File: config.mk
export PLATFORM = sky130hd
export DESIGN_NAME = sc_ir_uart
export DESIGN_NICKNAME = d
export VERILOG_FILES = /design/src/design/sc_ir_pkg.sv /design/src/design/sample_tick.sv /design/src/design/sc_ir_uart.sv
export SDC_FILE = /design/constraint.sdc
export NUM_CORES = 1
export LEC_CHECK = 0
export BUFFER_PORTS_ARGS = -buffer_cell sky130_fd_sc_hd__buf_2
export CAP_MARGIN = 25
export CORE_ASPECT_RATIO = 0.7
export CORE_MARGIN = 10
export CORE_UTILIZATION = 50
export DETAILED_ROUTE_END_ITERATION = 6
export PLACE_DENSITY = 0.8
export SLEW_MARGIN = 10
export SYNTH_ARGS = -nofsm -noshare
export SYNTH_HDL_FRONTEND = slang
export SYNTH_HIERARCHICAL = 1
export SYNTH_SLANG_ARGS = --single-unit
File: constraint.sdc
create_clock -name pclk -period 8.2 [get_ports pclk]
set_input_delay 1.64 -clock pclk [delete_from_list [all_inputs] [get_ports pclk]]
set_output_delay 1.64 -clock pclk [all_outputs]
set_load 0.01 [all_outputs]
File: src/design/sc_ir_pkg.sv
/*
   constants, register map and state codes for the smart-card / infrared serial port.
   assumes an APB slave with byte addresses on an 8-bit paddr.
*/
package sc_ir_pkg;

   // ==========================================================
   // register byte offsets
   localparam logic [7:0] OFS_COMMAND = 8'h00;
   localparam logic [7:0] OFS_CONFIG = 8'h04;
   localparam logic [7:0] OFS_STATUS = 8'h14;
   localparam logic [7:0] OFS_RX_HOLD = 8'h18;
   localparam logic [7:0] OFS_TX_HOLD = 8'h1C;
   localparam logic [7:0] OFS_BAUD = 8'h20;
   localparam logic [7:0] OFS_ERR_COUNT = 8'h44;

   // ==========================================================
   // operating modes
   localparam logic [3:0] MODE_NORMAL = 4'h0;
   localparam logic [3:0] MODE_T0 = 4'h4;
   localparam logic [3:0] MODE_T1 = 4'h5;
   localparam logic [3:0] MODE_IR = 4'h8;

   // ==========================================================
   // config register fields
   localparam int CFG_MODE_LSB = 0;
   localparam int CFG_PARITY_LSB = 9;
   localparam int CFG_TWO_STOP_BIT = 12;
   localparam int CFG_MSB_FIRST_BIT = 16;
   localparam int CFG_NACK_INHIBIT_BIT = 20;
   localparam int CFG_LIMIT_NACK_BIT = 21;
   localparam int CFG_MAX_ITER_LSB = 24;
   localparam logic [2:0] PARITY_EVEN = 3'h0;
   localparam logic [2:0] PARITY_ODD = 3'h1;
   localparam logic [2:0] PARITY_NONE = 3'h4;

   // ==========================================================
   // command register bits
   localparam int CMD_RX_EN = 4;
   localparam int CMD_RX_DIS = 5;
   localparam int CMD_TX_EN = 6;
   localparam int CMD_TX_DIS = 7;
   localparam int CMD_CLR_STATUS = 8;
   localparam int CMD_CLR_REPEAT = 10;
   localparam int CMD_CLR_NACK_INHIBIT = 14;

   // ==========================================================
   // status register bits
   localparam int ST_RX_READY = 0;
   localparam int ST_TX_READY = 1;
   localparam int ST_PARITY_ERR = 5;
   localparam int ST_TX_EMPTY = 9;
   localparam int ST_REPEAT = 10;
   localparam int ST_NACK_INHIBIT = 13;

   // ==========================================================
   // bit timing in sample ticks of 16 per bit, bit and stop counts, and the error count limit
   localparam logic [3:0] SUB_LAST = 4'hF;
   localparam logic [3:0] SUB_MID = 4'h7;
   localparam logic [3:0] SUB_FIRST_RX = 4'h1;
   localparam logic [3:0] IR_PULSE_SUBS = 4'h3;
   localparam logic [2:0] DATA_LAST = 3'h7;
   localparam logic [1:0] GUARD_BITS_T0 = 2'h2;
   localparam logic [1:0] STOP_ONE = 2'h1;
   localparam logic [1:0] STOP_TWO = 2'h2;
   localparam logic [7:0] ERR_COUNT_MAX = 8'hFF;

   // ==========================================================
   // state machines
   typedef enum logic [4:0] {
      TX_IDLE = 5'b00001,
      TX_START = 5'b00010,
      TX_DATA = 5'b00100,
      TX_PARITY = 5'b01000,
      TX_STOP = 5'b10000
   } tx_state_e;

   typedef enum logic [5:0] {
      RX_IDLE = 6'b000001,
      RX_START = 6'b000010,
      RX_DATA = 6'b000100,
      RX_PARITY = 6'b001000,
      RX_NACK = 6'b010000,
      RX_STOP = 6'b100000
   } rx_state_e;

endpackage

File: src/design/sample_tick.sv
/*
   sample tick generator: one pclk pulse every divisor clocks.
   assumes divisor is stable from the register file; zero stops the ticks.
*/
`timescale 1ns/1ps

module sample_tick
(
   input wire logic pclk,
   input wire logic presetn,
   input wire logic [15:0] divisor,
   output logic tick
);

   typedef struct packed {
      logic [15:0] count;
      logic tick;
   } tick_state_s;

   tick_state_s s_reg;
   tick_state_s s_next;

   always_comb
   begin
      s_next = s_reg;
      s_next.tick = 1'b0;
      if (divisor == 16'h0000)
      begin
         s_next.count = 16'h0000;
      end
      else if (s_reg.count >= divisor - 16'h0001)
      begin
         s_next.count = 16'h0000;
         s_next.tick = 1'b1;
      end
      else
      begin
         s_next.count = s_reg.count + 16'h0001;
      end
   end

   always_ff @(posedge pclk or negedge presetn)
   begin
      if (!presetn)
      begin
         s_reg <= '0;
      end
      else
      begin
         s_reg <= s_next;
      end
   end

   assign tick = s_reg.tick;

endmodule // sample_tick

File: src/design/sc_ir_uart.sv
/*
   smart-card (T=0, T=1) and infrared serial port with an APB register file.
   assumes async pins txd_in and rxd_in; the bench resolves the shared io line.
*/
// Our own choices: the address map and the APB slave port.
`timescale 1ns/1ps

module sc_ir_uart
(
   input wire logic pclk,
   input wire logic presetn,
   input wire logic psel,
   input wire logic penable,
   input wire logic pwrite,
   input wire logic [7:0] paddr,
   input wire logic [31:0] pwdata,
   output logic [31:0] prdata,
   output logic pready,
   output logic pslverr,
   input wire logic txd_in,
   output logic txd_out,
   output logic txd_oe,
   input wire logic rxd_in,
   output logic sck_out
);

   typedef struct packed {
      logic [3:0] mode;
      logic [2:0] parity_type_field;
      logic two_stop;
      logic msb_first_select;
      logic nack_inhibit;
      logic limit_successive_nack;
      logic [2:0] max_iter;
      logic [15:0] divisor;
      logic rx_on;
      logic tx_on;
      logic [7:0] tx_hold;
      logic tx_hold_full;
      logic [7:0] rx_hold;
      logic receive_ready_flag;
      logic parity_error_flag;
      logic repeat_flag;
      logic nack_inhibit_flag;
      logic [7:0] error_count_field;
      sc_ir_pkg::tx_state_e tx_st;
      logic [3:0] tx_sub;
      logic [2:0] tx_idx;
      logic [1:0] tx_stops;
      logic [7:0] tx_char;
      logic [7:0] tx_shift;
      logic [2:0] tx_rep;
      logic tx_nacked;
      sc_ir_pkg::rx_state_e rx_st;
      logic [3:0] rx_sub;
      logic [2:0] rx_idx;
      logic [7:0] rx_shift;
      logic rx_parity;
      logic [2:0] rx_nacks;
      logic sck;
      logic io_meta;
      logic io_sync;
      logic rxd_meta;
      logic rxd_sync;
      logic pin_out;
      logic pin_oe;
      logic [31:0] rdata;
   } state_s;

   state_s s_reg;
   state_s s_next;
   logic tick;
   logic smart;
   logic t0;
   logic ir;
   logic [2:0] parity_mode;
   logic parity_on;
   logic [1:0] stop_bits;
   logic rx_line;
   logic wr_acc;
   logic rd_acc;
   logic setup;
   logic mapped;

   // ==========================================================
   // sample tick
   sample_tick u_tick
   (
      .pclk(pclk),
      .presetn(presetn),
      .divisor(s_reg.divisor),
      .tick(tick)
   );

   // ==========================================================
   // mode decode
   assign t0 = (s_reg.mode == sc_ir_pkg::MODE_T0);
   assign smart = t0 || (s_reg.mode == sc_ir_pkg::MODE_T1);
   assign ir = (s_reg.mode == sc_ir_pkg::MODE_IR);
   assign parity_mode = smart ? sc_ir_pkg::PARITY_EVEN : s_reg.parity_type_field;
   assign parity_on = (parity_mode == sc_ir_pkg::PARITY_EVEN)
      || (parity_mode == sc_ir_pkg::PARITY_ODD);
   assign stop_bits = t0 ? sc_ir_pkg::GUARD_BITS_T0
      : (smart || !s_reg.two_stop) ? sc_ir_pkg::STOP_ONE
      : sc_ir_pkg::STOP_TWO;
   assign rx_line = smart ? s_reg.io_sync : s_reg.rxd_sync;

   // ==========================================================
   // apb decode
   assign setup = psel && !penable;
   assign wr_acc = psel && penable && pwrite;
   assign rd_acc = psel && penable && !pwrite;
   assign mapped = (paddr == sc_ir_pkg::OFS_COMMAND) || (paddr == sc_ir_pkg::OFS_CONFIG)
      || (paddr == sc_ir_pkg::OFS_STATUS) || (paddr == sc_ir_pkg::OFS_RX_HOLD)
      || (paddr == sc_ir_pkg::OFS_TX_HOLD) || (paddr == sc_ir_pkg::OFS_BAUD)
      || (paddr == sc_ir_pkg::OFS_ERR_COUNT);
   assign pready = 1'b1;
   assign pslverr = psel && penable && !mapped;

   localparam logic [1:0] GUARD_FIRST = sc_ir_pkg::GUARD_BITS_T0 - 2'h1;

   // ==========================================================
   // next state
   always_comb
   begin
      logic tx_bit;
      logic tx_level;
      logic tx_drive;
      logic perr;
      s_next = s_reg;
      tx_bit = 1'b1;
      tx_level = 1'b1;
      tx_drive = 1'b0;
      perr = 1'b0;

      // pin synchronisers
      s_next.io_meta = txd_in;
      s_next.io_sync = s_reg.io_meta;
      s_next.rxd_meta = rxd_in;
      s_next.rxd_sync = s_reg.rxd_meta;

      // card clock
      if (smart && tick)
      begin
         s_next.sck = !s_reg.sck;
      end
      else if (!smart)
      begin
         s_next.sck = 1'b0;
      end

      // read data, latched in the setup phase
      if (setup)
      begin
         s_next.rdata = 32'h0000_0000;
         case (paddr)
            sc_ir_pkg::OFS_CONFIG:
            begin
               s_next.rdata[sc_ir_pkg::CFG_MODE_LSB +: 4] = s_reg.mode;
               s_next.rdata[sc_ir_pkg::CFG_PARITY_LSB +: 3] = s_reg.parity_type_field;
               s_next.rdata[sc_ir_pkg::CFG_TWO_STOP_BIT] = s_reg.two_stop;
               s_next.rdata[sc_ir_pkg::CFG_MSB_FIRST_BIT] = s_reg.msb_first_select;
               s_next.rdata[sc_ir_pkg::CFG_NACK_INHIBIT_BIT] = s_reg.nack_inhibit;
               s_next.rdata[sc_ir_pkg::CFG_LIMIT_NACK_BIT] = s_reg.limit_successive_nack;
               s_next.rdata[sc_ir_pkg::CFG_MAX_ITER_LSB +: 3] = s_reg.max_iter;
            end
            sc_ir_pkg::OFS_STATUS:
            begin
               s_next.rdata[sc_ir_pkg::ST_RX_READY] = s_reg.receive_ready_flag;
               s_next.rdata[sc_ir_pkg::ST_TX_READY] = !s_reg.tx_hold_full;
               s_next.rdata[sc_ir_pkg::ST_PARITY_ERR] = s_reg.parity_error_flag;
               s_next.rdata[sc_ir_pkg::ST_TX_EMPTY] = !s_reg.tx_hold_full
                  && (s_reg.tx_st == sc_ir_pkg::TX_IDLE);
               s_next.rdata[sc_ir_pkg::ST_REPEAT] = s_reg.repeat_flag;
               s_next.rdata[sc_ir_pkg::ST_NACK_INHIBIT] = s_reg.nack_inhibit_flag;
            end
            sc_ir_pkg::OFS_RX_HOLD:
               s_next.rdata[7:0] = s_reg.rx_hold;
            sc_ir_pkg::OFS_BAUD:
               s_next.rdata[15:0] = s_reg.divisor;
            sc_ir_pkg::OFS_ERR_COUNT:
               s_next.rdata[7:0] = s_reg.error_count_field;
            default:
               s_next.rdata = 32'h0000_0000;
         endcase
      end

      // read side effects; later hardware sets override these clears
      if (rd_acc && paddr == sc_ir_pkg::OFS_RX_HOLD)
      begin
         s_next.receive_ready_flag = 1'b0;
      end
      if (rd_acc && paddr == sc_ir_pkg::OFS_ERR_COUNT)
      begin
         s_next.error_count_field = 8'h00;
      end

      // register writes
      if (wr_acc)
      begin
         case (paddr)
            sc_ir_pkg::OFS_COMMAND:
            begin
               if (pwdata[sc_ir_pkg::CMD_RX_EN])
                  s_next.rx_on = 1'b1;
               if (pwdata[sc_ir_pkg::CMD_RX_DIS])
                  s_next.rx_on = 1'b0;
               if (pwdata[sc_ir_pkg::CMD_TX_EN])
                  s_next.tx_on = 1'b1;
               if (pwdata[sc_ir_pkg::CMD_TX_DIS])
                  s_next.tx_on = 1'b0;
               if (pwdata[sc_ir_pkg::CMD_CLR_STATUS])
                  s_next.parity_error_flag = 1'b0;
               if (pwdata[sc_ir_pkg::CMD_CLR_REPEAT])
                  s_next.repeat_flag = 1'b0;
               if (pwdata[sc_ir_pkg::CMD_CLR_NACK_INHIBIT])
                  s_next.nack_inhibit_flag = 1'b0;
            end
            sc_ir_pkg::OFS_CONFIG:
            begin
               s_next.mode = pwdata[sc_ir_pkg::CFG_MODE_LSB +: 4];
               s_next.parity_type_field = pwdata[sc_ir_pkg::CFG_PARITY_LSB +: 3];
               s_next.two_stop = pwdata[sc_ir_pkg::CFG_TWO_STOP_BIT];
               s_next.msb_first_select = pwdata[sc_ir_pkg::CFG_MSB_FIRST_BIT];
               s_next.nack_inhibit = pwdata[sc_ir_pkg::CFG_NACK_INHIBIT_BIT];
               s_next.limit_successive_nack = pwdata[sc_ir_pkg::CFG_LIMIT_NACK_BIT];
               s_next.max_iter = pwdata[sc_ir_pkg::CFG_MAX_ITER_LSB +: 3];
            end
            sc_ir_pkg::OFS_TX_HOLD:
            begin
               s_next.tx_hold = pwdata[7:0];
               s_next.tx_hold_full = 1'b1;
            end
            sc_ir_pkg::OFS_BAUD:
               s_next.divisor = pwdata[15:0];
            default:
               s_next.divisor = s_next.divisor;
         endcase
      end

      // ==========================================================
      // transmitter
      tx_bit = s_reg.msb_first_select ? s_reg.tx_shift[7] : s_reg.tx_shift[0];
      if (s_reg.tx_st != sc_ir_pkg::TX_IDLE && tick)
      begin
         s_next.tx_sub = s_reg.tx_sub + 4'h1;
      end
      case (s_reg.tx_st)
         sc_ir_pkg::TX_IDLE:
         begin
            if (s_reg.tx_on && s_reg.tx_hold_full && !wr_acc)
            begin
               s_next.tx_char = s_reg.tx_hold;
               s_next.tx_shift = s_reg.tx_hold;
               s_next.tx_hold_full = 1'b0;
               s_next.tx_rep = 3'h0;
               s_next.tx_sub = 4'h0;
               s_next.tx_st = sc_ir_pkg::TX_START;
            end
         end
         sc_ir_pkg::TX_START:
         begin
            tx_level = 1'b0;
            tx_drive = 1'b1;
            if (tick && s_reg.tx_sub == sc_ir_pkg::SUB_LAST)
            begin
               s_next.tx_idx = 3'h0;
               s_next.tx_st = sc_ir_pkg::TX_DATA;
            end
         end
         sc_ir_pkg::TX_DATA:
         begin
            tx_level = tx_bit;
            tx_drive = 1'b1;
            if (tick && s_reg.tx_sub == sc_ir_pkg::SUB_LAST)
            begin
               s_next.tx_shift = s_reg.msb_first_select ? {s_reg.tx_shift[6:0], 1'b0}
                  : {1'b0, s_reg.tx_shift[7:1]};
               s_next.tx_idx = s_reg.tx_idx + 3'h1;
               s_next.tx_stops = stop_bits - 2'h1;
               s_next.tx_nacked = 1'b0;
               if (s_reg.tx_idx == sc_ir_pkg::DATA_LAST)
                  s_next.tx_st = parity_on ? sc_ir_pkg::TX_PARITY : sc_ir_pkg::TX_STOP;
            end
         end
         sc_ir_pkg::TX_PARITY:
         begin
            tx_level = (^s_reg.tx_char) ^ (parity_mode == sc_ir_pkg::PARITY_ODD);
            tx_drive = 1'b1;
            if (tick && s_reg.tx_sub == sc_ir_pkg::SUB_LAST)
               s_next.tx_st = sc_ir_pkg::TX_STOP;
         end
         sc_ir_pkg::TX_STOP:
         begin
            tx_drive = !t0;
            if (t0 && tick && s_reg.tx_sub == sc_ir_pkg::SUB_MID && !s_reg.tx_nacked
               && s_reg.tx_stops == GUARD_FIRST && !rx_line)
            begin
               s_next.tx_nacked = 1'b1;
               s_next.tx_stops = sc_ir_pkg::GUARD_BITS_T0;
            end
            if (tick && s_reg.tx_sub == sc_ir_pkg::SUB_LAST)
            begin
               if (s_reg.tx_stops != 2'h0)
               begin
                  s_next.tx_stops = s_reg.tx_stops - 2'h1;
               end
               else if (t0 && s_reg.tx_nacked && s_reg.max_iter != 3'h0
                  && s_reg.tx_rep != s_reg.max_iter)
               begin
                  s_next.tx_rep = s_reg.tx_rep + 3'h1;
                  if (s_reg.tx_rep + 3'h1 == s_reg.max_iter)
                     s_next.repeat_flag = 1'b1;
                  s_next.tx_shift = s_reg.tx_char;
                  s_next.tx_st = sc_ir_pkg::TX_START;
               end
               else
               begin
                  if (!s_reg.tx_nacked)
                     s_next.tx_rep = 3'h0;
                  s_next.tx_st = sc_ir_pkg::TX_IDLE;
               end
            end
         end
         default:
            s_next.tx_st = sc_ir_pkg::TX_IDLE;
      endcase

      // ==========================================================
      // receiver
      if (s_reg.rx_st != sc_ir_pkg::RX_IDLE && tick)
      begin
         s_next.rx_sub = s_reg.rx_sub + 4'h1;
      end
      case (s_reg.rx_st)
         sc_ir_pkg::RX_IDLE:
         begin
            if (s_reg.rx_on && tick && !rx_line)
            begin
               s_next.rx_sub = sc_ir_pkg::SUB_FIRST_RX;
               s_next.rx_st = sc_ir_pkg::RX_START;
            end
         end
         sc_ir_pkg::RX_START:
         begin
            if (tick && s_reg.rx_sub == sc_ir_pkg::SUB_MID && rx_line)
               s_next.rx_st = sc_ir_pkg::RX_IDLE;
            else if (tick && s_reg.rx_sub == sc_ir_pkg::SUB_LAST)
            begin
               s_next.rx_idx = 3'h0;
               s_next.rx_st = sc_ir_pkg::RX_DATA;
            end
         end
         sc_ir_pkg::RX_DATA:
         begin
            if (tick && s_reg.rx_sub == sc_ir_pkg::SUB_MID)
               s_next.rx_shift = s_reg.msb_first_select ? {s_reg.rx_shift[6:0], rx_line}
                  : {rx_line, s_reg.rx_shift[7:1]};
            if (tick && s_reg.rx_sub == sc_ir_pkg::SUB_LAST)
            begin
               s_next.rx_idx = s_reg.rx_idx + 3'h1;
               if (s_reg.rx_idx == sc_ir_pkg::DATA_LAST && parity_on)
                  s_next.rx_st = sc_ir_pkg::RX_PARITY;
               else if (s_reg.rx_idx == sc_ir_pkg::DATA_LAST)
               begin
                  s_next.rx_hold = s_reg.rx_shift;
                  s_next.receive_ready_flag = 1'b1;
                  s_next.rx_st = sc_ir_pkg::RX_STOP;
               end
            end
         end
         sc_ir_pkg::RX_PARITY:
         begin
            if (tick && s_reg.rx_sub == sc_ir_pkg::SUB_MID)
               s_next.rx_parity = rx_line;
            if (tick && s_reg.rx_sub == sc_ir_pkg::SUB_LAST)
            begin
               perr = s_reg.rx_parity
                  != ((^s_reg.rx_shift) ^ (parity_mode == sc_ir_pkg::PARITY_ODD));
               s_next.rx_st = sc_ir_pkg::RX_STOP;
               if (!perr)
               begin
                  s_next.rx_hold = s_reg.rx_shift;
                  s_next.receive_ready_flag = 1'b1;
                  s_next.rx_nacks = 3'h0;
               end
               else if (t0 && s_reg.nack_inhibit)
               begin
                  s_next.rx_hold = s_reg.rx_shift;
                  s_next.nack_inhibit_flag = 1'b1;
               end
               else if (t0 && s_reg.limit_successive_nack
                  && s_reg.rx_nacks == s_reg.max_iter)
               begin
                  s_next.rx_hold = s_reg.rx_shift;
                  s_next.receive_ready_flag = 1'b1;
                  s_next.repeat_flag = 1'b1;
                  s_next.rx_nacks = 3'h0;
               end
               else if (t0)
               begin
                  s_next.parity_error_flag = 1'b1;
                  s_next.rx_nacks = s_reg.rx_nacks + 3'h1;
                  s_next.rx_st = sc_ir_pkg::RX_NACK;
               end
               else
               begin
                  s_next.rx_hold = s_reg.rx_shift;
                  s_next.receive_ready_flag = 1'b1;
                  s_next.parity_error_flag = 1'b1;
               end
               if (perr && s_next.error_count_field != sc_ir_pkg::ERR_COUNT_MAX)
                  s_next.error_count_field = s_next.error_count_field + 8'h01;
               else if (perr)
                  s_next.error_count_field = sc_ir_pkg::ERR_COUNT_MAX;
            end
         end
         sc_ir_pkg::RX_NACK:
         begin
            if (tick && s_reg.rx_sub == sc_ir_pkg::SUB_LAST)
               s_next.rx_st = sc_ir_pkg::RX_STOP;
         end
         sc_ir_pkg::RX_STOP:
         begin
            if (tick && s_reg.rx_sub == sc_ir_pkg::SUB_LAST)
               s_next.rx_st = sc_ir_pkg::RX_IDLE;
         end
         default:
            s_next.rx_st = sc_ir_pkg::RX_IDLE;
      endcase

      // ==========================================================
      // pin drive
      if (s_reg.rx_st == sc_ir_pkg::RX_NACK)
      begin
         s_next.pin_out = 1'b0;
         s_next.pin_oe = 1'b1;
      end
      else if (ir)
      begin
         s_next.pin_out = tx_level || (s_reg.tx_sub >= sc_ir_pkg::IR_PULSE_SUBS);
         s_next.pin_oe = 1'b1;
      end
      else
      begin
         s_next.pin_out = tx_level;
         s_next.pin_oe = tx_drive || !smart;
      end
   end

   // ==========================================================
   // state register
   always_ff @(posedge pclk or negedge presetn)
   begin
      if (!presetn)
      begin
         s_reg <= '0;
         s_reg.tx_st <= sc_ir_pkg::TX_IDLE;
         s_reg.rx_st <= sc_ir_pkg::RX_IDLE;
         s_reg.parity_type_field <= sc_ir_pkg::PARITY_NONE;
         s_reg.io_meta <= 1'b1;
         s_reg.io_sync <= 1'b1;
         s_reg.rxd_meta <= 1'b1;
         s_reg.rxd_sync <= 1'b1;
         s_reg.pin_out <= 1'b1;
         s_reg.pin_oe <= 1'b1;
      end
      else
      begin
         s_reg <= s_next;
      end
   end

   assign prdata = s_reg.rdata;
   assign txd_out = s_reg.pin_out;
   assign txd_oe = s_reg.pin_oe;
   assign sck_out = s_reg.sck;

endmodule // sc_ir_uart

# After elaboration in Yosys (flattened, before gate mapping)
# Index checks and enable logic that the tools add are counted.
# word_totals
register_bits,166
out_inout_bits,37
word_cells,327
# classes
n_addsub,11
magnitude_cmp,2
eq_ne,60
mux,122
n_bitwise,2
n_reduce_logical,88
# ops
cell,count
$mux 6,12
$mux 8,8
$mux 9,7
$mux 3,16
$mux 11,4
$mux 5,8
$ne 2x2->1 const B,18
$pmux 6 s6,1
$logic_and 1x1->1,32
$mux 16,2
$mux 1,30
$pmux 5 s5,1
$eq 8x5->1 const B,3
$pmux 8 s3,1
$mux 2,10
$mux 20,1
$pmux 3 s2,3
$pmux 9 s2,1
$add 16x1->16 const B,1
$eq 4x3->1 const B,4
$ge 16x16->1,1
$logic_not 16->1,1
$mux 4,4
$reduce_bool 2->1,8
other kinds (56),108

# Logic depth before layout (Yosys ltp)
# depth
word_depth,13
depth_mapped,13

# Hierarchy
# The synthesis kept the hierarchy.
# modules_own_cells
module,instances,cells_each,area_per_inst_um2
sc_ir_uart,1,716,7683.6
sample_tick,1,154,1381.3

# Worst setup path before layout
# No wires, ideal clock.
# synth_path
path_kind,input-to-output
startpoint,input paddr[5]
endpoint,output pslverr
arrival_ns,2.925
t_required_ns,6.560
slack_ns,3.635
path_stages,5
n_path_buf,1
path_cell_list,or3_1 > clkbuf_1 > nor4_2 > or3_1 > nor3_1
# synth_between
elab_chain_cells,9
elab_cells_between_ends,15
classes_between,6 x eq/ne; 9 x reduce/logical
# synth_lines
element,line,text
start: declaration,sc_ir_uart.sv:15,"input wire logic [7:0] paddr,"
$eq 8x3->1 / $logic_not 8->1 (equally long branches),sc_ir_uart.sv:113,assign mapped = (paddr == sc_ir_pkg::OFS_COMMAND) || (paddr == sc_ir_pkg::OFS_CONFIG)
$logic_or 1x1->1,sc_ir_uart.sv:113,
$logic_or 1x1->1 (2 in series),sc_ir_uart.sv:114,|| (paddr == sc_ir_pkg::OFS_STATUS) || (paddr == sc_ir_pkg::OFS_RX_HOLD)
$logic_or 1x1->1 (2 in series),sc_ir_uart.sv:115,|| (paddr == sc_ir_pkg::OFS_TX_HOLD) || (paddr == sc_ir_pkg::OFS_BAUD)
$logic_or 1x1->1 (*),sc_ir_uart.sv:116,|| (paddr == sc_ir_pkg::OFS_ERR_COUNT);
$logic_not 1->1 (*),sc_ir_uart.sv:118,assign pslverr = psel && penable && !mapped;
$logic_and 1x1->1 (*),sc_ir_uart.sv:118,
end: declaration,sc_ir_uart.sv:19,"output logic pslverr,"
# Mark *: on every way between the ends. The rest lies on a longest branch, timed or not.

# Worst setup path after layout
# layout_path
startpoint,input paddr[1]
endpoint,output pslverr
# The elaborated chain is that of the path after synthesis.

==> flow_metrics.env <==
export IMPL_antenna_left=0
export IMPL_route_met3_wl_mm=1.56
export IMPL_finalCritPeriodShare_pct=62.6
export IMPL_avgSynthCellArea_um2=10.4
export IMPL_m1WireLength_mm=10.5
export IMPL_vdd_drop_max_uv=115
export IMPL_drt_iter0_drc=691
export IMPL_drv_cap=0
export IMPL_clk_pin_slew_ps=70
export IMPL_critPathTopFamily="simple AND/OR/NAND/NOR gates"
export IMPL_setup_viol=0
export IMPL_die_area_mm2=0.0240
export IMPL_synth_cell_types=94
export IMPL_cp_slowest_stage_delay_ps=620
export IMPL_placed_cell_area_mm2=0.00933
export IMPL_pin_count=84
export IMPL_min_path_type="reg -> reg"
export IMPL_maxSlewViolCount=0
export IMPL_die_h_um=133
export IMPL_grt_max_degree=105
export IMPL_p_leak_uw=0.00454
export IMPL_routed_top_layer="met4"
export IMPL_final_area_mm2=0.00994
export IMPL_path_cells="buf_2 > or4_4 > nor2_1 > and3_1 > or3_1 > nor3_1 > buf_2"
export IMPL_nets=978
export IMPL_route_met2_wl_mm=10.3
export IMPL_setup_tns_final_ps=0
export IMPL_hold_viol_final=0
export IMPL_crit_fanout=17
export IMPL_portBuffers=62
export IMPL_netlist_area_mm2=0.00906
export IMPL_antenna_found_initial=0
export IMPL_setup_ws_ps=3070
export IMPL_max_clock_freq_ghz=0.195
export IMPL_dieWidth_um=181
export IMPL_gr_usage_all_layers_pct=18.6
export IMPL_cp_required_ps=6560
export IMPL_fillers=1490
export IMPL_first_pass_iters=7
export IMPL_grt_pass1_wl_mm=36.6
export IMPL_crit_arrival_ps=3490
export IMPL_cts_tree="done"
export IMPL_numClockSinks=166
export IMPL_clock_skew_ps=17.7
export IMPL_largest_reg_flops=122
export IMPL_wl_mm=22.5
export IMPL_place_gp_congestion=0.886
export IMPL_hpwlAfterDp_mm=16.0
export IMPL_num_rows=41
export IMPL_multiInputGateArea_mm2=0.00444
export IMPL_cp_common_cell="buf_2"
export IMPL_routed_via_count=6894
export IMPL_slowest_stage="and3_1"
export IMPL_yosys_warnings=6
export IMPL_synth_seq_area_share_pct=45.9
export IMPL_regArea_mm2=0.00417
export IMPL_diodes=0
export IMPL_clock_path_buffers=2
export IMPL_fin_cells=1152
export IMPL_cts_buffers_inserted=17
export IMPL_insertion_delay_ps=430
export IMPL_syn_to_final_growth_pct=9.61
export IMPL_synth_edf_count=0
export IMPL_ys_ff_latch=166
export IMPL_cts_setup_buffers=0
export IMPL_rsz0062_at_grt="false"
export IMPL_via_per_inst=5.98
export IMPL_grt_pass1_vias=6719
export IMPL_htreeDepth=4
export IMPL_synth_flop_cell="dfrtp_1"
export IMPL_cp_end_kind="output pin"
export IMPL_wire_per_inst_um=19.5
export IMPL_place_ws_ps=3130
export IMPL_drive_gt1_share_pct=21.5
export IMPL_status="finished clean"
export IMPL_power_uw=1870
export IMPL_netlist_instances=870
export IMPL_grt_overflow=0
export IMPL_crit_buf_inv=2
export IMPL_ctsResizeCount=0
export IMPL_root_buffer="clkbuf_16"
export IMPL_cellPowerDensity_mw_per_mm2=189
export IMPL_drc=0
export IMPL_cts_hold_buf=0
export IMPL_start_kind="primary input"
export IMPL_fin_crit_ps=5130
export IMPL_start_util_pct=50.6
export IMPL_worstSetupPathType="in -> out"
export IMPL_slew_headroom_pct=32.2
export IMPL_core_mm2=0.0179
export IMPL_tightest_slew_ps=989
export IMPL_place_inst=1120
export IMPL_synthArstFlopShare_pct=100
[per-layer routing]
layer,global-route usage [%],up-vias
met5,0,-
met4,4.15,0
met3,4.49,17
met2,27.7,217
met1,26.9,3476
li1,-,3184
[cell usage after synthesis (6+ instances only)]
| cell type | number | area [um^2] |
|---|---|---|
| ha_1 | 28 | 350 |
| a32o_1 | 6 | 60.1 |
| nor3_1 | 17 | 85.1 |
| mux2_2 | 52 | 586 |
| nand3_1 | 32 | 160 |
| xor2_1 | 17 | 149 |
| nand2b_1 | 6 | 37.5 |
| mux2i_1 | 15 | 150 |
| nor2_1 | 76 | 285 |
| clkbuf_1 | 16 | 60.1 |
| buf_4 | 37 | 278 |
| nand2_1 | 87 | 327 |
| o21ai_0 | 42 | 210 |
| nor4_1 | 7 | 43.8 |
| a221o_2 | 6 | 67.6 |
| a22o_1 | 11 | 96.3 |
| inv_1 | 15 | 56.3 |
| nand4_1 | 9 | 56.3 |
| nor2b_1 | 6 | 37.5 |
| a21oi_1 | 33 | 165 |
| nor3b_1 | 8 | 60.1 |
| a31oi_1 | 8 | 50.1 |
| dfstp_2 | 9 | 236 |
| a222oi_1 | 9 | 90.1 |
| dfrtp_1 | 157 | 3930 |
| and3_1 | 11 | 68.8 |
| xnor2_1 | 33 | 289 |
[power breakdown]
| group | switching, uW | total (uW) | leakage (uW) | internal (uW) |
|---|---|---|---|---|
| Combinational | 108 | 176 | 0.00202 | 68.0 |
| Clock | 364 | 833 | 0.000291 | 468 |
| Sequential | 22.3 | 865 | 0.00223 | 842 |
[metrics by stage]
step / hold WS [ps] / utilization, %
2_1_floorplan: 345 / -
3_3_place_gp: 347 / 52.1
3_5_place_dp: 348 / 52.1
4_1_cts: 359 / 55.5
5_1_grt: 365 / 55.5
6_report: 359 / 55.5
[cell type report]
type	count	share of cell area, %
Multi-Input combinational cell	633	44.7
Timing Repair Buffer	69	3.71
Clock buffer	19	4.46
Tap cell	236	2.97
Clock inverter	13	1.62
Sequential cell	166	41.9
Inverter	16	0.604
[cells in the final DEF, fill, tap and decap left out, drive strengths merged, types with 17 or more instances in the layout]
cell    count
a21oi      34
nor2       79
xnor2      33
clkbuf     19
nand3      33
mux2       54
nor3       19
inv        22
nand2      88
buf        69
o21ai      45
xor2       17
ha         28
dfrtp     157
[worst register-to-register path, cell delays in order (launching register included)]
cell and delay (ps):
dfrtp_1 510, or4_4 600, or3_4 360, nor3_1 270
nor3b_1 260, xnor2_1 180, ha_1 280, nand4_1 140
nor3_1 110, a221oi_1 480, nand4_4 310, nor2_1 200
[path summary, 6_finish.rpt]
kind / from / endpoint / slack [ps] / cells past startpoint
max in group asynchronous: presetn / s_reg[124] / 5510 / 2
hold reg to reg: s_next[34] / s_reg[34] / 360 / 0
min in group asynchronous: presetn / s_reg[104] / 1300 / 1
setup reg to reg: s_reg[136] / u_tick/s_reg[3] / 4450 / 11
hold / removal: s_next[34] / s_reg[34] / 360 / 0
setup / recovery: paddr[1] / pslverr / 3070 / 7
[cell families after synthesis]
family / count (synthesis) / synth area share [%]
mux: 69 / 8.36
fa+ha+maj: 28 / 3.86
simple gates: 308 / 17.9
flops: 166 / 45.9
compound gates: 164 / 12.9
buf+inv: 80 / 5.42
other cells: 2 / 0.0828
xor+xnor: 53 / 5.58
Note: power is estimated with default switching activity, not from simulation.
